`config.mk`:
```
export PLATFORM = sky130hd
export DESIGN_NAME = tscr_regs
export DESIGN_NICKNAME = d
export VERILOG_FILES = /design/src/inc/tscr_pkg.sv /design/src/verilog/tscr_color_fmt.sv /design/src/verilog/tscr_regs.sv
export SDC_FILE = /design/constraint.sdc
export NUM_CORES = 1
export LEC_CHECK = 0
export ABC_AREA = 1
export ABC_CLOCK_PERIOD_IN_PS = 4440
export BUFFER_PORTS_ARGS = -buffer_cell sky130_fd_sc_hd__buf_2
export CAP_MARGIN = 20
export CORE_MARGIN = 2
export CORE_UTILIZATION = 40
export DETAILED_ROUTE_END_ITERATION = 10
export MAX_ROUTING_LAYER = met4
export PLACE_DENSITY_LB_ADDON = 0.12
export SLEW_MARGIN = 20
export SYNTH_ARGS = -nofsm -noshare
export SYNTH_HDL_FRONTEND = slang
export SYNTH_SLANG_ARGS = --single-unit
```
`constraint.sdc`:
```
create_clock -name mclk -period 4.44 [get_ports mclk]
set_input_delay 0.222 -clock mclk [delete_from_list [all_inputs] [get_ports mclk]]
set_output_delay 0.222 -clock mclk [all_outputs]
set_load 0.05 [all_outputs]
```
`src/inc/tscr_pkg.sv`:
```
// Shared constants for the text spacing and colour register block.
// Assumes an APB slave with 32-bit data and one register per word.

package tscr_pkg;

  // ---------------------------------------------------------------
  // Register indices (byte address is four times the index)
  // ---------------------------------------------------------------
  localparam logic [7:0] IDX_LINE_GAP    = 8'hD0; // text_line_gap
  localparam logic [7:0] IDX_GLYPH_SPACE = 8'hD1; // glyph_spacing
  localparam logic [7:0] IDX_FORE_RED    = 8'hD2; // fore_color_red
  localparam logic [7:0] IDX_FORE_GREEN  = 8'hD3; // fore_color_green
  localparam logic [7:0] IDX_FORE_BLUE   = 8'hD4; // fore_color_blue
  localparam logic [7:0] IDX_BACK_RED    = 8'hD5; // back_color_red
  localparam logic [7:0] IDX_BACK_GREEN  = 8'hD6; // back_color_green
  localparam logic [7:0] IDX_CURSOR_X    = 8'hF0; // Text cursor column, RO
  localparam logic [7:0] IDX_CURSOR_Y    = 8'hF1; // Text cursor row, RO

  // ---------------------------------------------------------------
  // Field widths and reset values
  // ---------------------------------------------------------------
  localparam int         LGAP_W     = 5;     // Line gap field, bits 4..0
  localparam int         SPACE_W    = 6;     // Spacing field, bits 5..0
  localparam logic [7:0] RST_FORE   = 8'hFF; // Foreground channels
  localparam logic [7:0] RST_BACK   = 8'h00; // Background channels
  localparam logic [7:0] RST_SPACING = 8'h00; // Gap and spacing

  // ---------------------------------------------------------------
  // Colour depth codes and per-channel masks
  // ---------------------------------------------------------------
  localparam logic [1:0] DEPTH_256 = 2'h0; // 256 colours
  localparam logic [1:0] DEPTH_65K = 2'h1; // 65K colours
  localparam logic [1:0] DEPTH_16M = 2'h2; // 16.7M colours
  localparam logic [7:0] MASK_R256 = 8'hE0; // Red bits 7..5
  localparam logic [7:0] MASK_R65K = 8'hF8; // Red bits 7..3
  localparam logic [7:0] MASK_G256 = 8'hE0; // Green bits 7..5
  localparam logic [7:0] MASK_G65K = 8'hFC; // Green bits 7..2
  localparam logic [7:0] MASK_B256 = 8'hC0; // Blue bits 7..6
  localparam logic [7:0] MASK_B65K = 8'hF8; // Blue bits 7..3
  localparam logic [7:0] MASK_FULL = 8'hFF; // All bits

  // Placement engine states
  typedef enum logic [1:0] {
    ST_IDLE  = 2'b01,
    ST_PLACE = 2'b10
  } tscr_state_e;

endpackage

```
`src/verilog/tscr_color_fmt.sv`:
```
// Colour formatter: masks one RGB triple to the active colour depth.
// Assumes depth is a static mode setting driven from the same clock.

`timescale 1ns/1ns

module tscr_color_fmt
  import tscr_pkg::*;
(
  input  wire logic       mclk,    // System clock
  input  wire logic       reset_n, // Async reset, active low
  input  wire logic [1:0] depth,   // Colour depth code
  input  wire logic [7:0] red,     // Raw red channel
  input  wire logic [7:0] green,   // Raw green channel
  input  wire logic [7:0] blue,    // Raw blue channel
  output logic      [7:0] red_q,   // Masked red
  output logic      [7:0] green_q, // Masked green
  output logic      [7:0] blue_q   // Masked blue
);

  // ---------------------------------------------------------------
  // Mask selection
  // ---------------------------------------------------------------
  // Unknown depth codes fall back to full width rather than black
  function automatic logic [7:0] depth_mask(input logic [1:0] d,
                                            input logic [7:0] m256,
                                            input logic [7:0] m65k);
    case (d)
      DEPTH_256: depth_mask = m256;
      DEPTH_65K: depth_mask = m65k;
      default:   depth_mask = MASK_FULL;
    endcase
  endfunction

  wire logic [7:0] red_d   = red   & depth_mask(depth, MASK_R256, MASK_R65K);
  wire logic [7:0] green_d = green & depth_mask(depth, MASK_G256, MASK_G65K);
  wire logic [7:0] blue_d  = blue  & depth_mask(depth, MASK_B256, MASK_B65K);

  // Output registers; colours come straight out of flip-flops
  always_ff @(posedge mclk or negedge reset_n) begin
    if (!reset_n) begin
      red_q   <= 8'h00;
      green_q <= 8'h00;
      blue_q  <= 8'h00;
    end else begin
      red_q   <= red_d;
      green_q <= green_d;
      blue_q  <= blue_d;
    end
  end

endmodule

```
`src/verilog/tscr_regs.sv`:
```
// Text spacing and colour registers with text placement engine.
// Assumes an APB master on mclk and a text engine that requests one
// glyph placement at a time through the glyph handshake.

`timescale 1ns/1ns

module tscr_regs
  import tscr_pkg::*;
#(
  parameter int COORD_W = 11  // Pixel coordinate width
)(
  input  wire logic               mclk,          // System clock
  input  wire logic               reset_n,       // Async reset
  input  wire logic               psel,          // APB select
  input  wire logic               penable,       // APB enable
  input  wire logic               pwrite,        // APB direction
  input  wire logic [11:0]        paddr,         // APB byte address
  input  wire logic [31:0]        pwdata,        // APB write data
  input  wire logic [3:0]         pstrb,         // APB byte strobes
  output logic                    pready,        // APB ready
  output logic                    pslverr,       // APB error
  output logic      [31:0]        prdata,        // APB read data
  input  wire logic [1:0]         color_depth,   // Colour depth code
  input  wire logic [7:0]         back_blue,     // Background blue
  input  wire logic [COORD_W-1:0] win_left,      // Window left column
  input  wire logic [COORD_W-1:0] win_right,     // Window right column
  input  wire logic [COORD_W-1:0] win_top,       // Window top row
  input  wire logic               text_home,     // Cursor to origin
  input  wire logic               glyph_valid,   // Glyph request
  output logic                    glyph_ready,   // Engine can take
  input  wire logic [5:0]         glyph_w,       // Glyph width, px
  input  wire logic [5:0]         glyph_h,       // Glyph height, px
  input  wire logic [1:0]         enlarge_w,     // Width factor - 1
  input  wire logic [1:0]         enlarge_h,     // Height factor - 1
  output logic                    place_valid,   // Placement pulse
  output logic      [COORD_W-1:0] place_x,       // Glyph column
  output logic      [COORD_W-1:0] place_y,       // Glyph row
  output logic                    place_wrapped, // Line was wrapped
  output logic      [LGAP_W-1:0]  gap_rows,      // Rows between lines
  output logic      [SPACE_W-1:0] space_cols,    // Cols between glyphs
  output logic      [7:0]         fore_r,        // Foreground red
  output logic      [7:0]         fore_g,        // Foreground green
  output logic      [7:0]         fore_b,        // Foreground blue
  output logic      [7:0]         back_r,        // Gap/space fill red
  output logic      [7:0]         back_g,        // Gap/space fill green
  output logic      [7:0]         back_b         // Gap/space fill blue
);

  // ---------------------------------------------------------------
  // Helpers
  // ---------------------------------------------------------------
  // Byte address of a register index
  function automatic logic [11:0] reg_addr(input logic [7:0] idx);
    reg_addr = {2'b00, idx, 2'b00};
  endfunction

  // Glyph size times its enlargement factor
  function automatic logic [COORD_W:0] scaled(input logic [5:0] size,
                                              input logic [1:0] fac);
    scaled = (COORD_W+1)'({2'b00, size} * ({6'h00, fac} + 8'h01));
  endfunction

  // ---------------------------------------------------------------
  // Storage
  // ---------------------------------------------------------------
  logic [LGAP_W-1:0]  line_gap_q;    // Blank rows between lines
  logic [SPACE_W-1:0] glyph_space_q; // Blank columns between glyphs
  logic [7:0]         fore_red_q;    // Foreground red
  logic [7:0]         fore_green_q;  // Foreground green
  logic [7:0]         fore_blue_q;   // Foreground blue
  logic [7:0]         back_red_q;    // Background red
  logic [7:0]         back_green_q;  // Background green
  logic [31:0]        prdata_q;      // Read data register
  logic [COORD_W-1:0] cur_x_q;       // Cursor column
  logic [COORD_W-1:0] cur_y_q;       // Cursor row
  logic [COORD_W:0]   wpx_q;         // Enlarged glyph width
  logic [COORD_W:0]   hpx_q;         // Enlarged glyph height
  logic [COORD_W-1:0] place_x_q;     // Placement column
  logic [COORD_W-1:0] place_y_q;     // Placement row
  logic               place_valid_q; // Placement pulse
  logic               wrapped_q;     // Last placement wrapped
  tscr_state_e        state_q;       // Engine state
  tscr_state_e        state_d;       // Next engine state

  // ---------------------------------------------------------------
  // APB decode
  // ---------------------------------------------------------------
  wire logic setup_ph  = psel && !penable;
  wire logic access_ph = psel && penable;
  wire logic hit_gap   = (paddr == reg_addr(IDX_LINE_GAP));
  wire logic hit_space = (paddr == reg_addr(IDX_GLYPH_SPACE));
  wire logic hit_fr    = (paddr == reg_addr(IDX_FORE_RED));
  wire logic hit_fg    = (paddr == reg_addr(IDX_FORE_GREEN));
  wire logic hit_fb    = (paddr == reg_addr(IDX_FORE_BLUE));
  wire logic hit_br    = (paddr == reg_addr(IDX_BACK_RED));
  wire logic hit_bg    = (paddr == reg_addr(IDX_BACK_GREEN));
  wire logic hit_cx    = (paddr == reg_addr(IDX_CURSOR_X));
  wire logic hit_cy    = (paddr == reg_addr(IDX_CURSOR_Y));
  wire logic hit_rw    = hit_gap | hit_space | hit_fr | hit_fg
                       | hit_fb | hit_br | hit_bg;
  wire logic hit_any   = hit_rw | hit_cx | hit_cy;
  // Full 12-bit compare: aliases of a register answer as unmapped
  // Writes land only with the low byte lane enabled
  wire logic wr_en     = access_ph && pwrite && pstrb[0] && hit_rw;
  wire logic [7:0] wb  = pwdata[7:0];

  // Read mux; unused upper bits are zero-extended
  wire logic [31:0] rd_word =
      hit_gap   ? {27'h0, line_gap_q}    :
      hit_space ? {26'h0, glyph_space_q} :
      hit_fr    ? {24'h0, fore_red_q}    :
      hit_fg    ? {24'h0, fore_green_q}  :
      hit_fb    ? {24'h0, fore_blue_q}   :
      hit_br    ? {24'h0, back_red_q}    :
      hit_bg    ? {24'h0, back_green_q}  :
      hit_cx    ? {{(32-COORD_W){1'b0}}, cur_x_q} :
      hit_cy    ? {{(32-COORD_W){1'b0}}, cur_y_q} :
                  32'h0;

  // Zero wait states: read data is caught in the setup cycle
  assign pready  = 1'b1;
  assign pslverr = access_ph && !hit_any;
  assign prdata  = prdata_q;

  // ---------------------------------------------------------------
  // Register writes
  // ---------------------------------------------------------------
  // Cursor words are read only; writes to them are dropped silently
  always_ff @(posedge mclk or negedge reset_n) begin
    if (!reset_n) begin
      line_gap_q    <= RST_SPACING[LGAP_W-1:0];
      glyph_space_q <= RST_SPACING[SPACE_W-1:0];
      fore_red_q    <= RST_FORE;
      fore_green_q  <= RST_FORE;
      fore_blue_q   <= RST_FORE;
      back_red_q    <= RST_BACK;
      back_green_q  <= RST_BACK;
    end else if (wr_en) begin
      if (hit_gap)   line_gap_q    <= wb[LGAP_W-1:0];
      if (hit_space) glyph_space_q <= wb[SPACE_W-1:0];
      if (hit_fr)    fore_red_q    <= wb;
      if (hit_fg)    fore_green_q  <= wb;
      if (hit_fb)    fore_blue_q   <= wb;
      if (hit_br)    back_red_q    <= wb;
      if (hit_bg)    back_green_q  <= wb;
    end
  end

  // Read data register, loaded once per read in its setup cycle
  always_ff @(posedge mclk or negedge reset_n) begin
    if (!reset_n) prdata_q <= 32'h0;
    else if (setup_ph && !pwrite) prdata_q <= rd_word;
  end

  // ---------------------------------------------------------------
  // Colour formatting per depth
  // ---------------------------------------------------------------
  // Foreground feeds draw, text and expansion alike
  tscr_color_fmt u_fore (
    .mclk    (mclk),
    .reset_n (reset_n),
    .depth   (color_depth),
    .red     (fore_red_q),
    .green   (fore_green_q),
    .blue    (fore_blue_q),
    .red_q   (fore_r),
    .green_q (fore_g),
    .blue_q  (fore_b)
  );

  // Background feeds text, expansion and the gap/space fill
  tscr_color_fmt u_back (
    .mclk    (mclk),
    .reset_n (reset_n),
    .depth   (color_depth),
    .red     (back_red_q),
    .green   (back_green_q),
    .blue    (back_blue),
    .red_q   (back_r),
    .green_q (back_g),
    .blue_q  (back_b)
  );

  // Fill geometry handed to the pixel writer, never scaled
  assign gap_rows   = line_gap_q;
  assign space_cols = glyph_space_q;

  // ---------------------------------------------------------------
  // Placement engine
  // ---------------------------------------------------------------
  // Wrap when the enlarged glyph would pass the right window edge
  wire logic [COORD_W:0] reach  = {1'b0, cur_x_q} + wpx_q;
  wire logic [COORD_W:0] limit  = {1'b0, win_right} + 1'b1;
  wire logic             wrap   = (reach > limit);
  // Next row adds the unenlarged gap to the enlarged glyph height
  wire logic [COORD_W:0] next_y = {1'b0, cur_y_q} + hpx_q
                                + {{(COORD_W+1-LGAP_W){1'b0}}, line_gap_q};
  wire logic [COORD_W-1:0] px   = wrap ? win_left : cur_x_q;
  wire logic [COORD_W-1:0] py   = wrap ? next_y[COORD_W-1:0] : cur_y_q;
  // Spacing is added after the glyph, again not enlarged
  wire logic [COORD_W:0] next_x = {1'b0, px} + wpx_q
                                + {{(COORD_W+1-SPACE_W){1'b0}}, glyph_space_q};

  assign glyph_ready   = (state_q == ST_IDLE) && !text_home;
  assign place_valid   = place_valid_q;
  assign place_x       = place_x_q;
  assign place_y       = place_y_q;
  assign place_wrapped = wrapped_q;

  // Next-state logic
  always_comb begin
    state_d = state_q;
    case (state_q)
      ST_IDLE:  if (glyph_valid && glyph_ready) state_d = ST_PLACE;
      ST_PLACE: state_d = ST_IDLE;
      default:  state_d = ST_IDLE;
    endcase
  end

  // State register and glyph size capture
  always_ff @(posedge mclk or negedge reset_n) begin
    if (!reset_n) begin
      state_q <= ST_IDLE;
      wpx_q   <= '0;
      hpx_q   <= '0;
    end else begin
      state_q <= state_d;
      if (glyph_valid && glyph_ready) begin
        wpx_q <= scaled(glyph_w, enlarge_w);
        hpx_q <= scaled(glyph_h, enlarge_h);
      end
    end
  end

  // Cursor and placement results; home wins only while idle
  always_ff @(posedge mclk or negedge reset_n) begin
    if (!reset_n) begin
      cur_x_q       <= '0;
      cur_y_q       <= '0;
      place_x_q     <= '0;
      place_y_q     <= '0;
      place_valid_q <= 1'b0;
      wrapped_q     <= 1'b0;
    end else begin
      place_valid_q <= (state_q == ST_PLACE);
      if (state_q == ST_PLACE) begin
        place_x_q <= px;
        place_y_q <= py;
        wrapped_q <= wrap;
        cur_x_q   <= next_x[COORD_W-1:0];
        cur_y_q   <= py;
      end else if (text_home) begin
        cur_x_q <= win_left;
        cur_y_q <= win_top;
      end
    end
  end
endmodule

```
=== Yosys cells after proc, flatten, opt, wreduce, memory -nomap -nowiden ===
Index checks and enable logic that the tools add are counted.
Widths: inputs -> output; s select.

* Register bits: 197
* Output and inout bits: 118

* $add $sub $neg: 8
* Multipliers: 2
* Order comparisons: 1
* Equality and inequality tests: 13
* Multiplexer cells: 20
* Bitwise gates (word level): 14
* Reductions and logical operators: 22

{| class="wikitable"
|+ Operator list
! kind !! number
|-
| $mux 11 || 15
|-
| $eq 12x10->1 const B || 9
|-
| $and 8x8->8 || 6
|-
| $add 11x9->11 || 2
|-
| $pmux 5 s2 || 2
|-
| $mul 6x3->9 || 2
|-
| $reduce_and 2->1 || 7
|-
| $add 11x1->12 const B || 1
|-
| $add 11x9->12 || 1
|-
| $gt 12x12->1 || 1
|-
| $pmux 6 s2 || 1
|-
| $add 11x5->11 || 1
|-
| $add 11x6->11 || 1
|-
| $logic_and 1x1->1 || 9
|-
| $or 1x1->1 || 8
|-
| $add 2x1->3 const B || 2
|-
| $eq 2x1->1 const B || 2
|-
| $logic_not 1->1 || 4
|-
| $mux 2 || 2
|-
| $eq 2x2->1 const B || 1
|-
| $logic_not 2->1 || 1
|-
| $ne 2x1->1 const B || 1
|-
| $reduce_bool 2->1 || 1
|}

=== Longest topological paths before layout ===
* Word-level depth: 11
* Gate-level depth with buffers: 35
* Gate-level depth less buffers: 34

=== Modules after synthesis ===
From an unflattened synthesis, not the netlist that was laid out.

* Cells, all modules: 1347
* Area total of the unflattened synthesis: 10874.2 µm²

{| class="wikitable"
|+ Modules (own cells, without submodules)
! module !! instances !! cells an instance !! area each (µm²) !! sequential area each (µm²)
|-
| tscr_regs || 1 || 1231 || 9370.2 || 3234.4
|-
| tscr_color_fmt || 2 || 58 || 752.0 || 600.6
|}

=== Worst setup path after synthesis ===
OpenSTA, ideal clock, no wires.

* Kind: flip-flop to flip-flop
* Start point: reg cur_x_q[0]
* End point: reg cur_x_q[7]
* Setup time: 134 ps
* Data arrival time: 4577 ps
* Path slack: -271 ps
* Cell stages (with the launch flop): 33
* Cell sequence: dfrtp_1 ha_1 fa_1 nand3_1 nand2_1 nand4_1 o211ai_1 nand2_1 a21oi_1 xor2_1 ha_1 nand2_1 inv_1 nand2_1 nor2_1 nand2_1 nand3_1 nand2_1 inv_2 buf_2 nand2_1 o21ai_0 fa_1 ha_1 fa_1 nand3_1 nand2_1 nand2_1 nand2_1 nand2_1 nand2_1 o21ai_0 o211ai_1

* Longest elaborated chain between the ends: 6

{| class="wikitable"
|+ Ends and longest elaborated chain
! element !! RTL line !! RTL
|-
| from (decl) || tscr_regs.sv:74 || <nowiki>logic [COORD_W-1:0] cur_x_q;</nowiki>
|-
| from (signal assigned) || tscr_regs.sv:250 || <nowiki>cur_x_q <= next_x[COORD_W-1:0];</nowiki>
|-
| from (signal assigned) || tscr_regs.sv:253 || <nowiki>cur_x_q <= win_left;</nowiki>
|-
| $add 11x9->12 || tscr_regs.sv:192 || <nowiki>wire logic [COORD_W:0] reach = {1'b0, cur_x_q} + wpx_q;</nowiki>
|-
| $gt 12x12->1 || tscr_regs.sv:194 || <nowiki>wire logic wrap = (reach > limit);</nowiki>
|-
| $mux 11 || tscr_regs.sv:198 || <nowiki>wire logic [COORD_W-1:0] px = wrap ? win_left : cur_x_q;</nowiki>
|-
| via px[1] || tscr_regs.sv:198 ||
|-
| $add 11x9->11 || tscr_regs.sv:201 || <nowiki>wire logic [COORD_W:0] next_x = {1'b0, px} + wpx_q</nowiki>
|-
| $add 11x6->11 || tscr_regs.sv:202 || <nowiki>+ {{(COORD_W+1-SPACE_W){1'b0}}, glyph_space_q};</nowiki>
|-
| $mux 11 || tscr_regs.sv:246 || <nowiki>if (state_q == ST_PLACE) begin</nowiki>
|}

The timed path passes the listed nets, and every way through them passes these cells.
A chain may end at the register's enable or synchronous reset.

=== Worst setup path after layout ===
* Start point: reg cur_x_q[0]
* End point: reg cur_x_q[5]

Same word-level chain as after synthesis.

==> impl_metrics.yaml <==
outcome:
  status: "finished, violations left"
  failed_checks: "setup timing"
synthesis:
  yosysTopAreaCell: "dfrtp_1"
  synth_ff_type: "dfrtp_1"
  yosysTopAreaCellShare_pct: 34.83
  syn_avg_cell_area_um2: 7.925
  synth_enable_flop_cells: 0
  synth_seq_area_share_pct: 40.88
  synthesis.area_um2: 10850
  synthCells: 1369
  async_flop_share_pct: 100.0
  synth_common_cells: "nand2_1 (412), inv_1 (188), dfrtp_1 (151)"
  yosys_warnings: 0
  ys_seq_elements: 176
  synth_area_leaders: "dfrtp_1 (35%), nand2_1 (14%), ha_1 (7.5%), inv_1 (6.5%), dfstp_2 (6.1%)"
  yosysMostFrequentCell: "nand2_1"
  synth.distinct_cells: 43
worst_setup_path:
  cp_slowest_cell: "fa_1"
  reg2regPathDepth: 28
  slowest_delay_ns: 0.47
  r2r_setup_slack_ns: -0.14
  critPathKind: "reg2reg"
  cp_data_arrival_time_ns: 4.91
  cp_max_fo: 8
  critPathLaunchType: "flip-flop"
  required_ns: 4.77
  cp-end-kind: "flip-flop"
  regToRegEndpoint: "cur_x_q[5]"
  worstReg2RegStart: "cur_x_q[0]"
drt:
  vias_per_cell: 5.028
  drt_first_pass_iters: 5
  route.detailed.drc: 0
  wirelength_um: 33160
  dr_total_vias: 9840
  drt_iter0_drc: 856
  wl_per_cell_um: 16.94
  postRouteAntennaNets: 0
sta:
  maxSlewViolCount: 0
  relSlewSlack_pct: 38.84
  clock-skew-final_ns: 0.01276
  worst_pin_slew_ns: 0.9174
  timing.fmax_ghz: 0.2183
  fin_crit_ns: 4.582
  fin_crit_sh_pct: 103.2
  setup_violations: 3
  rsz0062_at_grt: "true"
  fin_setup_tns_ns: -0.2343
  layout_setup_ws_ns: -0.1419
  hold_viol_final: 0
clock_network:
  clk_pin_slew_ns: 0.08
  cts_max_path_buffers: 2
  clock_sinks: 176
  cts_buffers: 17
  ctsHtreeMaxLevel: 4
  cts_tree: "yes"
  clkLatencyLatePin_ns: 0.44
  cts-root-buf: "clkbuf_16"
cells_and_area:
  nets: 1806
  drive_gt1_share_pct: 23.89
  syn_to_final_growth_pct: 24.85
  layout.cells.non_filler: 1957
  fin_area_um2: 13550
  diodes: 0
pwr:
  power_density_nw_per_um2: 467.9
  p_leak_nw: 7.462
  peakVddDrop_mv: 0.2839
  totalPowerFinal_mw: 6.337
floorplanning:
  ios: 232
  rows: 60
  core_area_um2: 26800
  die-width_um: 168.7
  dieHeight_um: 168.7
  dieArea_um2: 28460
  start_util_pct: 40.48
global_route:
  gr-total-overflow: 0
  track_usage_pct: 24.06
  grt_pass1_vias: 9429
  grt_first_pass_wirelength_um: 52050
  grt_start_max_net_pins: 101
  antenna_found_initial: 0
placement:
  post-place-ws_ns: -0.2693
  dpl_cell_area_um2: 12370
  gp_congestion: 0.9454
  placed_cells: 1905
  dp_hpwl_um: 24790
  io_buffers: 182
worst_hold_path:
  min-delay-start: "pwdata[7]"
  min_path_type: "in2reg"
  hold_end: "fore_blue_q[7]"
  whs_path_depth: 3
flow_run:
  drv_cap: 0
==> worst max-delay path, delay by kind of cell, from the launching register on <==
family	cells	cell delay (ns)
AOI/OAI and AO/OA	4	0.44
xor gates and xnor gates	2	0.28
adders and majority gates	6	1.85
buffers and inverters	4	0.38
DFF	1	0.38
and+or+nand+nor	12	1.12
==> routing by layer <==
metal / up-vias / share of wire, % / track usage (%)
met5: - / 0 / -
met4: 0 / 1.7 / 6.447
met3: 37 / 4.6 / 2.806
met2: 322 / 45 / 35.64
met1: 4643 / 49 / 35.02
li1: 4838 / - / -
==> how the worst max path moves through the flow <==
| stage | from | endpoint | slack [ns] | depth (start not counted) |
|---|---|---|---|---|
| final | cur_x_q[0] | cur_x_q[5] | -0.14 | 28 |
| after floorplan | cur_x_q[0] | cur_x_q[7] | 0.002 | 31 |
| after global routing | cur_x_q[0] | cur_x_q[7] | -0.38 | 30 |
| after global placement | cur_x_q[5] | cur_x_q[10] | -0.11 | 31 |
| after detailed placement | cur_x_q[0] | cur_x_q[10] | -0.27 | 30 |
| after CTS | cur_x_q[0] | cur_x_q[7] | -0.06 | 31 |
==> power breakdown <==
| group | switching (mW) | internal [mW] | total [mW] | leakage, nW |
|---|---|---|---|---|
| clock network | 0.761 | 0.874 | 1.64 | 0.309 |
| registers | 0.133 | 1.77 | 1.90 | 2.23 |
| logic | 1.71 | 1.09 | 2.80 | 4.92 |
| total | 2.60 | 3.73 | 6.34 | 7.46 |
==> timing repair <==
| action | 4_1_cts | 5_1_grt |
|---|---|---|
| resized for setup | 23 | 56 |
| endpoints found under the setup margin | 7 | 9 |
| pin swaps | 4 | 27 |
| hold buffers | 9 | 0 |
| endpoints found under the hold margin | 95 | 0 |
| gates cloned | 0 | 1 |
| buffers inserted | 1 | 9 |
==> layout by cell type (no fill, tap or decap), types with 46 or more instances in the layout <==
cell type,netlist,layout
buf_2,5,181
buf_4,23,59
dfrtp_1,151,150
ha_1,65,53
inv_1,188,188
nand2_1,412,401
nand3_1,75,71
nand4_1,73,73
nor2_1,75,70
o21ai_0,61,46
==> through the flow <==
stage               hold WS, ns  util (%)
finish                  0.05914     50.54
global placement         0.3334     46.15
detailed placement       0.3318     46.15
global route            0.06100     50.54
floorplan              -0.07359         -
CTS                     0.04525     49.11
==> layout make-up <==
type / instances / area [um^2]
tap: 341 / 426.7
sequential: 176 / 4437
fill: 2577 / 13260
multi-input combinational: 957 / 5744
clock inverter: 15 / 215.2
timing repair buffer: 256 / 1558
clock buffer: 17 / 425.4
inverter: 195 / 739.5
==> sequential cells by signal (all words and copies together), names as in the netlist, 5 cells and up <==
| name | count |
|---|---|
| back_green_q | 8 |
| back_red_q | 8 |
| cur_x_q | 11 |
| cur_y_q | 11 |
| fore_blue_q | 8 |
| fore_green_q | 8 |
| fore_red_q | 8 |
| gap_rows | 5 |
| hpx_q | 9 |
| place_x | 11 |
| place_y | 11 |
| prdata | 11 |
| space_cols | 6 |
| u_back.blue_q | 8 |
| u_back.green_q | 8 |
| u_back.red_q | 8 |
| u_fore.blue_q | 8 |
| u_fore.green_q | 8 |
| u_fore.red_q | 8 |
| wpx_q | 9 |
==> cell families (layout without fill, tap and decap cells) <==
kind of cell	count (synthesis)	count (layout)	synth area share (%)
simple gates	672	672	27.14
buf+inv	256	483	10.13
flops	176	176	40.88
compound gates	144	144	7.439
fa+ha+maj	89	89	11.92
xor+xnor	30	30	2.422
other cells	2	22	0.06922
No activity file was read; power rests on OpenSTA's default activity.
